**src/hw/baeq_consts.vh**
```
// Register map, field positions and event codes of the bus activity event qualifier
`ifndef BAEQ_CONSTS_VH
`define BAEQ_CONSTS_VH

// Register word indices, taken from address bits 5:2
`define BAEQ_OFS_DATA_SEL 4'h0
`define BAEQ_OFS_DATA_CFG 4'h1
`define BAEQ_OFS_ALLOC_SEL 4'h2
`define BAEQ_OFS_ALLOC_CFG 4'h3
`define BAEQ_OFS_DATA_TALLY 4'h4
`define BAEQ_OFS_ALLOC_TALLY 4'h5
`define BAEQ_OFS_STATUS 4'h6
`define BAEQ_ADDR_LSB 2
`define BAEQ_ADDR_MSB 5

// Event select field and mask field
`define BAEQ_SEL_MSB 31
`define BAEQ_SEL_LSB 25
`define BAEQ_MASK_MSB 24
`define BAEQ_MASK_LSB 9
`define BAEQ_MASK_W 16

// Counter configuration select field and edge enable
`define BAEQ_CSEL_MSB 15
`define BAEQ_CSEL_LSB 13
`define BAEQ_EDGE_BIT 18

// Event codes
`define BAEQ_DATA_EVT 7'h17
`define BAEQ_DATA_CSEL 3'h6
`define BAEQ_ALLOC_EVT 7'h05
`define BAEQ_ALLOC_CSEL 3'h7

// Data activity mask bits
`define BAEQ_M_OWN_DRIVE 3
`define BAEQ_M_SAMPLED 4
`define BAEQ_M_NOT_SAMPLED 5

// Allocation mask bits
`define BAEQ_M_KIND_MSB 1
`define BAEQ_M_KIND_LSB 0
`define BAEQ_M_SIZE_MSB 3
`define BAEQ_M_SIZE_LSB 2
`define BAEQ_M_IO 5
`define BAEQ_M_LOCK 6
`define BAEQ_M_CACHE 7
`define BAEQ_M_SPLIT 8
`define BAEQ_M_DEMAND 9

// Status bits
`define BAEQ_ST_RESERVE_CLASH 0
`define BAEQ_ST_READY_CLASH 1

// Bus responses
`define BAEQ_RESP_OKAY 2'h0
`define BAEQ_RESP_SLVERR 2'h2

`endif

```
**src/hw/baeq_top.v**
```verilog
// Bus activity event qualifier top with AXI4-Lite register slave
`include "baeq_consts.vh"
`default_nettype none
module baeq_top #(
  parameter TALLY_W = 32
) (
  // Clock and reset
  input wire aclk,
  input wire aresetn,
  // AXI4-Lite write address
  input wire s_axi_awvalid,
  output wire s_axi_awready,
  input wire [31:0] s_axi_awaddr,
  input wire [2:0] s_axi_awprot,
  // AXI4-Lite write data
  input wire s_axi_wvalid,
  output wire s_axi_wready,
  input wire [31:0] s_axi_wdata,
  input wire [3:0] s_axi_wstrb,
  // AXI4-Lite write response
  output reg s_axi_bvalid,
  input wire s_axi_bready,
  output reg [1:0] s_axi_bresp,
  // AXI4-Lite read address
  input wire s_axi_arvalid,
  output wire s_axi_arready,
  input wire [31:0] s_axi_araddr,
  input wire [2:0] s_axi_arprot,
  // AXI4-Lite read data
  output reg s_axi_rvalid,
  input wire s_axi_rready,
  output reg [31:0] s_axi_rdata,
  output reg [1:0] s_axi_rresp,
  // Bus reservation indications
  input wire reserve_own_drive,
  input wire reserve_sampled_here,
  input wire reserve_not_sampled,
  // Data ready pair, watched for clashes only
  input wire ready_sampled_here,
  input wire ready_not_sampled,
  // Bus queue allocation
  input wire alloc_valid,
  input wire [1:0] alloc_kind,
  input wire [1:0] alloc_size,
  input wire alloc_io,
  input wire alloc_lock,
  input wire alloc_cache,
  input wire alloc_split,
  input wire req_is_demand,
  // Counter increments
  output wire data_incr,
  output wire alloc_incr
);

  // Software registers
  reg [31:0] data_event_select;
  reg [31:0] data_counter_config;
  reg [31:0] alloc_event_select;
  reg [31:0] alloc_counter_config;
  reg [TALLY_W-1:0] data_tally;
  reg [TALLY_W-1:0] alloc_tally;
  reg [1:0] clash_status;

  // Write channel holding
  reg aw_held;
  reg [31:0] aw_addr;
  reg w_held;
  reg [31:0] w_data;
  reg [3:0] w_strb;

  wire aw_take;
  wire w_take;
  wire ar_take;
  wire do_write;
  wire [3:0] wr_index;
  wire [3:0] rd_index;
  wire wr_mapped;
  wire [31:0] byte_mask;

  reg [31:0] next_rdata;
  reg [1:0] next_rresp;

  wire data_enable;
  wire alloc_enable;
  wire [1:0] clash_now;
  wire [1:0] clash_clear;

  // Address and data each ready while their own half is not held, reads while no answer waits; protection bits are not checked
  assign s_axi_awready = ~aw_held;
  assign s_axi_wready = ~w_held;
  assign s_axi_arready = ~s_axi_rvalid;
  assign aw_take = s_axi_awvalid & s_axi_awready;
  assign w_take = s_axi_wvalid & s_axi_wready;
  assign ar_take = s_axi_arvalid & s_axi_arready;
  // Commit only once both halves are in and the last answer is gone
  assign do_write = aw_held & w_held & ~s_axi_bvalid;

  assign wr_index = aw_addr[`BAEQ_ADDR_MSB:`BAEQ_ADDR_LSB];
  assign rd_index = s_axi_araddr[`BAEQ_ADDR_MSB:`BAEQ_ADDR_LSB];
  assign wr_mapped = (aw_addr[31:`BAEQ_ADDR_MSB+1] == 26'h0) & (wr_index <= `BAEQ_OFS_STATUS);

  // Byte lane enables widen to a bit mask
  genvar lane;
  generate
    for (lane = 0; lane < 4; lane = lane + 1) begin : g_lane
      assign byte_mask[lane*8+7:lane*8] = {8{w_strb[lane]}};
    end
  endgenerate

  // Capture address and data in either order
  always @(posedge aclk) begin
    if (!aresetn) begin
      aw_held <= 1'b0;
      aw_addr <= 32'h0;
      w_held <= 1'b0;
      w_data <= 32'h0;
      w_strb <= 4'h0;
    end else begin
      if (aw_take) begin
        aw_held <= 1'b1;
        aw_addr <= s_axi_awaddr;
      end else if (do_write) begin
        aw_held <= 1'b0;
      end
      if (w_take) begin
        w_held <= 1'b1;
        w_data <= s_axi_wdata;
        w_strb <= s_axi_wstrb;
      end else if (do_write) begin
        w_held <= 1'b0;
      end
    end
  end

  // Register writes; tallies and status are read-only apart from clearing
  always @(posedge aclk) begin
    if (!aresetn) begin
      data_event_select <= 32'h0;
      data_counter_config <= 32'h0;
      alloc_event_select <= 32'h0;
      alloc_counter_config <= 32'h0;
    end else if (do_write && wr_mapped) begin
      case (wr_index)
        `BAEQ_OFS_DATA_SEL: data_event_select <= (data_event_select & ~byte_mask) | (w_data & byte_mask);
        `BAEQ_OFS_DATA_CFG: data_counter_config <= (data_counter_config & ~byte_mask) | (w_data & byte_mask);
        `BAEQ_OFS_ALLOC_SEL: alloc_event_select <= (alloc_event_select & ~byte_mask) | (w_data & byte_mask);
        `BAEQ_OFS_ALLOC_CFG: alloc_counter_config <= (alloc_counter_config & ~byte_mask) | (w_data & byte_mask);
        default: begin
        end
      endcase
    end
  end

  // Write response; unmapped addresses answer with a slave error
  always @(posedge aclk) begin
    if (!aresetn) begin
      s_axi_bvalid <= 1'b0;
      s_axi_bresp <= `BAEQ_RESP_OKAY;
    end else if (do_write) begin
      s_axi_bvalid <= 1'b1;
      s_axi_bresp <= wr_mapped ? `BAEQ_RESP_OKAY : `BAEQ_RESP_SLVERR;
    end else if (s_axi_bready) begin
      s_axi_bvalid <= 1'b0;
    end
  end

  // Read mux
  always @* begin
    next_rdata = 32'h0;
    next_rresp = `BAEQ_RESP_OKAY;
    if (s_axi_araddr[31:`BAEQ_ADDR_MSB+1] != 26'h0) begin
      next_rresp = `BAEQ_RESP_SLVERR;
    end else begin
      case (rd_index)
        `BAEQ_OFS_DATA_SEL: next_rdata = data_event_select;
        `BAEQ_OFS_DATA_CFG: next_rdata = data_counter_config;
        `BAEQ_OFS_ALLOC_SEL: next_rdata = alloc_event_select;
        `BAEQ_OFS_ALLOC_CFG: next_rdata = alloc_counter_config;
        `BAEQ_OFS_DATA_TALLY: next_rdata = data_tally;
        `BAEQ_OFS_ALLOC_TALLY: next_rdata = alloc_tally;
        `BAEQ_OFS_STATUS: next_rdata = {30'h0, clash_status};
        default: next_rresp = `BAEQ_RESP_SLVERR;
      endcase
    end
  end

  // Read answer one cycle after the address is taken
  always @(posedge aclk) begin
    if (!aresetn) begin
      s_axi_rvalid <= 1'b0;
      s_axi_rdata <= 32'h0;
      s_axi_rresp <= `BAEQ_RESP_OKAY;
    end else if (ar_take) begin
      s_axi_rvalid <= 1'b1;
      s_axi_rdata <= next_rdata;
      s_axi_rresp <= next_rresp;
    end else if (s_axi_rready) begin
      s_axi_rvalid <= 1'b0;
    end
  end

  // Each event runs only when both its select codes are programmed
  assign data_enable = (data_event_select[`BAEQ_SEL_MSB:`BAEQ_SEL_LSB] == `BAEQ_DATA_EVT)
    & (data_counter_config[`BAEQ_CSEL_MSB:`BAEQ_CSEL_LSB] == `BAEQ_DATA_CSEL);
  assign alloc_enable = (alloc_event_select[`BAEQ_SEL_MSB:`BAEQ_SEL_LSB] == `BAEQ_ALLOC_EVT)
    & (alloc_counter_config[`BAEQ_CSEL_MSB:`BAEQ_CSEL_LSB] == `BAEQ_ALLOC_CSEL);

  baeq_data_qual u_data_qual (
    .aclk(aclk),
    .aresetn(aresetn),
    .enable(data_enable),
    .edge_mode(data_counter_config[`BAEQ_EDGE_BIT]),
    .mask(data_event_select[`BAEQ_MASK_MSB:`BAEQ_MASK_LSB]),
    .reserve_own_drive(reserve_own_drive),
    .reserve_sampled_here(reserve_sampled_here),
    .reserve_not_sampled(reserve_not_sampled),
    .incr(data_incr)
  );

  baeq_alloc_qual u_alloc_qual (
    .aclk(aclk),
    .aresetn(aresetn),
    .enable(alloc_enable),
    .mask(alloc_event_select[`BAEQ_MASK_MSB:`BAEQ_MASK_LSB]),
    .alloc_valid(alloc_valid),
    .alloc_kind(alloc_kind),
    .alloc_size(alloc_size),
    .alloc_io(alloc_io),
    .alloc_lock(alloc_lock),
    .alloc_cache(alloc_cache),
    .alloc_split(alloc_split),
    .req_is_demand(req_is_demand),
    .incr(alloc_incr)
  );

  // A clashing pair is a bus fault worth flagging to software
  assign clash_now[`BAEQ_ST_RESERVE_CLASH] = reserve_sampled_here & reserve_not_sampled;
  assign clash_now[`BAEQ_ST_READY_CLASH] = ready_sampled_here & ready_not_sampled;
  assign clash_clear = (do_write && wr_mapped && wr_index == `BAEQ_OFS_STATUS && w_strb[0]) ?
    w_data[1:0] : 2'h0;

  // Sticky flags, write one to clear; a new clash beats the clear
  always @(posedge aclk) begin
    if (!aresetn) begin
      clash_status <= 2'h0;
    end else begin
      clash_status <= (clash_status & ~clash_clear) | clash_now;
    end
  end

  // Running tallies of emitted pulses; cleared by any write to them
  always @(posedge aclk) begin
    if (!aresetn) begin
      data_tally <= {TALLY_W{1'b0}};
      alloc_tally <= {TALLY_W{1'b0}};
    end else begin
      if (do_write && wr_mapped && wr_index == `BAEQ_OFS_DATA_TALLY) begin
        data_tally <= {TALLY_W{1'b0}};
      end else if (data_incr) begin
        data_tally <= data_tally + {{(TALLY_W-1){1'b0}}, 1'b1};
      end
      if (do_write && wr_mapped && wr_index == `BAEQ_OFS_ALLOC_TALLY) begin
        alloc_tally <= {TALLY_W{1'b0}};
      end else if (alloc_incr) begin
        alloc_tally <= alloc_tally + {{(TALLY_W-1){1'b0}}, 1'b1};
      end
    end
  end

endmodule
`default_nettype wire

```
**src/hw/baeq_data_qual.v**
```verilog
// Data reservation activity qualifier: mask bits to increment pulses
`include "baeq_consts.vh"
`default_nettype none
module baeq_data_qual (
  // Clock and reset
  input wire aclk,
  input wire aresetn,
  // Configuration
  input wire enable,
  input wire edge_mode,
  input wire [`BAEQ_MASK_W-1:0] mask,
  // Bus reservation indications
  input wire reserve_own_drive,
  input wire reserve_sampled_here,
  input wire reserve_not_sampled,
  // Counter side
  output reg incr
);

  reg hit_prev;
  wire not_sampled_eff;
  wire hit;

  // Sampled and not-sampled never count together; sampled wins
  assign not_sampled_eff = reserve_not_sampled & ~reserve_sampled_here;

  // Any selected indication that stands makes the cycle a hit, not-sampled only without sampled here; several in one cycle still give one
  assign hit = enable & ((mask[`BAEQ_M_OWN_DRIVE] & reserve_own_drive)
    | (mask[`BAEQ_M_SAMPLED] & reserve_sampled_here)
    | (mask[`BAEQ_M_NOT_SAMPLED] & not_sampled_eff));

  // Level or edge counting; edge mode merges a multi-cycle burst into one count
  always @(posedge aclk) begin
    if (!aresetn) begin
      hit_prev <= 1'b0;
      incr <= 1'b0;
    end else begin
      hit_prev <= hit;
      incr <= hit & ~(edge_mode & hit_prev);
    end
  end

endmodule
`default_nettype wire

```
**src/hw/baeq_alloc_qual.v**
```verilog
// Bus queue allocation qualifier: matches each allocation against the mask
`include "baeq_consts.vh"
`default_nettype none
module baeq_alloc_qual (
  // Clock and reset
  input wire aclk,
  input wire aresetn,
  // Configuration
  input wire enable,
  input wire [`BAEQ_MASK_W-1:0] mask,
  // Allocation attributes
  input wire alloc_valid,
  input wire [1:0] alloc_kind,
  input wire [1:0] alloc_size,
  input wire alloc_io,
  input wire alloc_lock,
  input wire alloc_cache,
  input wire alloc_split,
  input wire req_is_demand,
  // Counter side
  output reg incr
);

  wire kind_ok;
  wire size_ok;
  wire flags_ok;
  wire demand_ok;

  // Kind: 0 read, 1 read-invalidate, 2 plain write, 3 writeback
  assign kind_ok = alloc_kind == mask[`BAEQ_M_KIND_MSB:`BAEQ_M_KIND_LSB];
  // Size: 0 no chunk, 1 one chunk, 3 eight chunks
  assign size_ok = alloc_size == mask[`BAEQ_M_SIZE_MSB:`BAEQ_M_SIZE_LSB];
  // A set flag demands the attribute; a clear one leaves it free
  assign flags_ok = (~mask[`BAEQ_M_IO] | alloc_io)
    & (~mask[`BAEQ_M_LOCK] | alloc_lock)
    & (~mask[`BAEQ_M_CACHE] | alloc_cache)
    & (~mask[`BAEQ_M_SPLIT] | alloc_split);
  // Set selects demand, clear selects prefetch
  assign demand_ok = req_is_demand == mask[`BAEQ_M_DEMAND];

  // One pulse per matching allocation
  always @(posedge aclk) begin
    if (!aresetn) begin
      incr <= 1'b0;
    end else begin
      incr <= enable & alloc_valid & kind_ok & size_ok & flags_ok & demand_ok;
    end
  end

endmodule
`default_nettype wire

```
**config.mk**
```make
export PLATFORM = sky130hd
export DESIGN_NAME = baeq_top
export DESIGN_NICKNAME = d
export VERILOG_FILES = /design/src/hw/baeq_top.v /design/src/hw/baeq_data_qual.v /design/src/hw/baeq_alloc_qual.v
export VERILOG_INCLUDE_DIRS = /design/src /design/src/hw
export SDC_FILE = /design/constraint.sdc
export NUM_CORES = 1
export LEC_CHECK = 0
export BUFFER_PORTS_ARGS = -buffer_cell sky130_fd_sc_hd__buf_2
export CAP_MARGIN = 10
export CORE_MARGIN = 1.5
export CORE_UTILIZATION = 57
export DETAILED_ROUTE_END_ITERATION = 8
export GPL_ROUTABILITY_DRIVEN = 0
export GPL_TIMING_DRIVEN = 0
export PLACE_DENSITY = 0.79
export SYNTH_ARGS = -nofsm -noshare
export SYNTH_HDL_FRONTEND = slang
export SYNTH_HIERARCHICAL = 1
export SYNTH_SLANG_ARGS = --single-unit
```
**constraint.sdc**
```tcl
create_clock -name aclk -period 2.9 [get_ports aclk]
set_clock_uncertainty 0.1 [all_clocks]
set_input_delay 0 -clock aclk [delete_from_list [all_inputs] [get_ports aclk]]
set_output_delay 0 -clock aclk [all_outputs]
set_load 0.03 [all_outputs]
```
After elaboration in Yosys (flattened, before gate mapping)
Cells that the tools add are included.

Bits of input ports: 128. Logic and storage cells: 130. Output and inout port bits: 43. Flip-flop bits (word level): 305.

Reductions and logical operators: 20. Add/sub/neg operators: 2. Equality and inequality tests: 19. Order comparisons: 1. Bitwise gates (word level): 55. Muxes and demuxes: 13.

Operators with widths (count): case mux 32 bit (7 select lines) (1); bitwise AND 32 bit (5); OR 32 bit (4); adder 32 x 1 -> 32 bit (second input constant) (2); 2-to-1 mux 32 bit (1); NOT 32 bit (1); zero test 26 bit (1); nonzero test 26 bit (1); bitwise AND 1 bit (25); == test 4 x 3 -> 1 bit (second input constant) (6); == test 4 x 2 -> 1 bit (second input constant) (4); NOT 1 bit (11); == test 4 x 1 -> 1 bit (second input constant) (2); zero test 4 bit (2); 2-to-1 mux 2 bit (4); AND reduction 2 bit (4); nonzero test 2 bit (4); == test 7 x 3 -> 1 bit (second input constant) (1); == test 7 x 5 -> 1 bit (second input constant) (1); 2-to-1 mux 1 bit (7); OR reduction 7 bit (1); == test 3 bit (second input constant) (2); OR 1 bit (6); logical AND 1 bit (5); other kinds (7) (9).

Logic depth before layout (Yosys ltp)
Word-level depth: 9. Depth in mapped cells: 7.

By module
Netlist, hierarchy kept.

Modules (own cells, without submodules): baeq_top (cells each 1396, sequential area each 5965.7 um2, area an instance 12444.4 um2, times used 1); baeq_alloc_qual (cells each 15, sequential area each 20.0 um2, area an instance 116.4 um2, times used 1); baeq_data_qual (cells each 8, sequential area each 40.0 um2, area an instance 95.1 um2, times used 1).

Worst setup path after synthesis
OpenSTA, ideal clock, no wires.

Path kind: register to register. Start: register u_data_qual.incr. End: register data_tally[31]. Data arrival time: 2.229 ns. Slack: 0.501 ns. Clock period less this slack: 2.399 ns. Stages on the path, launching flop included: 8. Path through: dfxtp_1 -> buf_2 -> nand4_1 -> or4_1 -> or2_1 -> buf_2 -> or3_1 -> a21oi_1.

RTL lines: start: declaration (line baeq_data_qual.v:17) `output reg incr`; start signal: assignment (line baeq_data_qual.v:39) `incr <= hit & ~(edge_mode & hit_prev);`; end signal: assignment (line baeq_top.v:254) `data_tally <= {TALLY_W{1'b0}};`; end signal: assignment (line baeq_top.v:258) `data_tally <= {TALLY_W{1'b0}};`; end signal: assignment (line baeq_top.v:260) `data_tally <= data_tally + {{(TALLY_W-1){1'b0}}, 1'b1};`; end: declaration (line baeq_top.v:60) `reg [TALLY_W-1:0] data_tally;`.

==> results.cfg <==
[yosys]
asyncSetResetFlopFracSynth = 0
netlist_top_cells_area = sky130_fd_sc_hd__dfxtp_1 (48%), sky130_fd_sc_hd__mux2i_1 (10%), sky130_fd_sc_hd__a22oi_1 (7.5%)
post_synthesis_cell_area_um2 = 12700
synth_flop_cell = sky130_fd_sc_hd__dfxtp_1
yosysMostFrequentCell = sky130_fd_sc_hd__dfxtp_1
synthDistinctLibCells = 49
synth_top_cell_area_share = 0.476
yosysSeqAreaShare = 0.476
synth_largest_area_cell = sky130_fd_sc_hd__dfxtp_1
synth_enable_flop_cells = 0
post_synth_inst_count = 1419
syn_avg_cell_area_um2 = 8.92
synth.yosys.warnings = 6
post_synth_most_frequent_cells = sky130_fd_sc_hd__dfxtp_1 (301), sky130_fd_sc_hd__nor2_1 (248), sky130_fd_sc_hd__nand2_1 (165)
synth.ff_latch_count = 301

[pwr]
net-switching-power_w = 0.00215
pwr_density_cell_nw_per_um2 = 593
power_report.internal_total_w = 0.00729
swShare = 0.227
comb_power_share = 0.069
ir_worst_vdd_uv = 553
share_seq_of_total_power = 0.452
cellLeakagePower_nw = 6.84
clkPwrFrac = 0.479

[sta]
max_slew.worst_pin.slew_ns = 1.04
hold_viol = 0
max_slew_margin = 0.299
finalCritPeriodShare = 0.947
final.min_clock_period_ns = 2.75
fmax_mhz = 364
finalSetupViolations = 0
grt_setup_unrepaired = false
report.final.slew_viol_count = 0

[floorplan]
floorplan.initialDensity = 0.580
fp.dieH_um = 152
ioPinCount = 171
die_footprint_um2 = 23100
die_width_um = 152
placementRows = 54
floorplan.core_area_um2 = 21800

[route]
vias_per_cell = 6.16
detail_route.iter0.violations = 1201
detailedRoute.firstPassIterationCount = 7
drt-total-wl_um = 41500
wire_per_inst_um = 20.7
num_vias = 12359
post-route-drc-count = 0
drtAntennaViolNets = 0

[clocking]
worst_skew_pair.late_latency_ns = 0.55
clock_sinks = 301
root_buffer = sky130_fd_sc_hd__clkbuf_16
clk_path_buf_depth = 3
clock_tree_from_tritoncts = yes
cts-htree-levels = 1
cts.reportedPaths.clkPinSlew_ns = 0.07
cts-buffers-inserted = 30

[final_layout]
layout-drive-gt1-share = 0.150
num-nets-final = 1832
post_layout_nonfiller_instances = 2006
area_growth_pct = 25.9
postLayoutCellArea_um2 = 15900
post-route-util = 0.730

[global_route]
largest_net_degree_at_the_start_of_global_routing = 15
via_count_of_the_first_global_routing_pass = 11847
grt_first_pass_wirelength_um = 63800
combined_global_route_utilization_of_all_metal_layers = 0.347
grt_antenna_before_repair = 1
grt_overflow = 0

[place]
placedInstanceArea_um2 = 13800
detailed_place_hpwl_um = 27600
numPortBuffers = 158
placed_cells_incl_taps = 1859

[setup_path]
worstSetupEndpointType = flop
critPathRequiredTime_ns = 3.21
timing.critical_path.from_type = flop
regToRegSetupSlack_ns = 0.15
worst-endpoint-arrival_ns = 3.05
worstPathMaxFanout = 10
timing.reg2reg.worst_path_depth = 6
criticalPathCategory = reg -> reg
regToRegStartpoint = aw_addr[31]

[min_path]
hold-path-endpoint = s_axi_rdata[31]
worst_hold_startpoint = s_axi_araddr[22]
min-delay-path-class = in -> reg
timing.hold.worst_path_depth = 7

[run]
max-cap-violations = 0

[status]
status = finished clean
[worst max-delay path, cell delays in order (launching register included)]
cell	delay [ns]
sky130_fd_sc_hd__dfxtp_1	0.32
sky130_fd_sc_hd__nor4_1	0.48
sky130_fd_sc_hd__and4_2	0.48
sky130_fd_sc_hd__buf_2	0.37
sky130_fd_sc_hd__nand4_2	0.47
sky130_fd_sc_hd__mux2i_1	0.31
sky130_fd_sc_hd__nor2_1	0.06
[metal layers]
metal  global-route usage  vias up  wire length, um
met5                    0        -                0
met4                0.206        0             2620
met3               0.0596      189             3780
met2                0.569      731            19300
met1                0.429     5885            15800
li1                     -     5554                -
[layout make-up]
class                           instances  area [um^2]
Sequential cell                       301         6030
Fill cell                            1549         5890
Inverter                               14         52.6
Buffer                                 85          349
Timing Repair Buffer                  251         1710
Multi-Input combinational cell       1019         6260
Tap cell                              280          350
Antenna cell                            1         2.50
Clock inverter                         15          284
Clock buffer                           40          890
[power groups by stage]
stage	combinational (W)	sequential (W)	clock (W)
6_report	0.000647	0.00427	0.00453
4_1_cts	0.000610	0.00426	0.00452
5_1_grt	0.000687	0.00427	0.00469
2_1_floorplan	0.000284	0.00434	0
3_3_place_gp	0.000502	0.00435	0
3_5_place_dp	0.000512	0.00435	0
[logic make-up after synthesis]
logic type                 Yosys count  synth area share
and+or+nand+nor                    605             0.225
other                                1          0.000296
muxes                              130             0.103
buffers and inverters              100            0.0320
adders and majority gates            2           0.00198
xor gates and xnor gates            64            0.0443
AOI/OAI and AO/OA                  216             0.117
DFF                                301             0.476
[layout by cell type (no fill, tap or decap), types with 3 or more instances in the layout]
cell / instances
sky130_fd_sc_hd__dfxtp_1: 301
sky130_fd_sc_hd__nor2_1: 248
sky130_fd_sc_hd__buf_2: 171
sky130_fd_sc_hd__nand2_1: 165
sky130_fd_sc_hd__mux2i_1: 130
sky130_fd_sc_hd__a22oi_1: 127
sky130_fd_sc_hd__dlygate4sd3_1: 91
sky130_fd_sc_hd__a21oi_1: 74
sky130_fd_sc_hd__clkbuf_1: 67
sky130_fd_sc_hd__nand3_1: 55
sky130_fd_sc_hd__xnor2_1: 36
sky130_fd_sc_hd__clkbuf_16: 31
sky130_fd_sc_hd__xor2_1: 28
sky130_fd_sc_hd__nand4_1: 21
sky130_fd_sc_hd__nor3_1: 20
sky130_fd_sc_hd__nor4_1: 17
sky130_fd_sc_hd__inv_1: 13
sky130_fd_sc_hd__and4_1: 11
sky130_fd_sc_hd__nand4_2: 10
sky130_fd_sc_hd__and3_1: 10
sky130_fd_sc_hd__clkbuf_8: 8
sky130_fd_sc_hd__bufinv_16: 8
sky130_fd_sc_hd__or4_1: 6
sky130_fd_sc_hd__nor4b_1: 4
sky130_fd_sc_hd__buf_4: 4
sky130_fd_sc_hd__or3_1: 4
sky130_fd_sc_hd__or3b_2: 4
sky130_fd_sc_hd__nand2b_1: 4
sky130_fd_sc_hd__and2_1: 4
sky130_fd_sc_hd__clkinv_2: 4
sky130_fd_sc_hd__buf_1: 3
sky130_fd_sc_hd__nand4_4: 3
sky130_fd_sc_hd__nor4bb_1: 3
sky130_fd_sc_hd__nor2b_1: 3
sky130_fd_sc_hd__o21ai_0: 3
[worst max-delay path by stage]
stage	slack, ns	endpoint	from
global placement	-0.09	alloc_tally[20]	aw_addr[31]
detailed placement	-0.11	alloc_tally[19]	aw_addr[31]
finish	0.15	flop	aw_addr[31]
CTS	-0.02	flop	aw_addr[31]
floorplan	0.50	data_tally[31]	u_data_qual/incr
global route	0.07	s_axi_rdata[12]	s_axi_araddr[19]
[through the flow]
step / power, W / hold WS, ns / setup TNS (ns) / worst slack [ns]
3_3_place_gp: 0.00485 / 0.0858 / -2.13 / -0.0906
6_report: 0.00944 / 0.0165 / 0 / 0.154
4_1_cts: 0.00939 / 0.00500 / -0.0521 / -0.0189
3_5_place_dp: 0.00487 / 0.0921 / -2.58 / -0.114
2_1_floorplan: 0.00462 / -0.000976 / 0 / 0.501
5_1_grt: 0.00965 / 0.0783 / 0 / 0.0741
[timing repair]
item / CTS / global route
endpoints found under the setup margin: 33 / 102
hold buffers: 91 / 0
gates resized for setup: 1 / 4
endpoints found under the hold margin: 112 / 0
setup buffers: 0 / 0
Note: power is estimated with default switching activity, not from simulation.
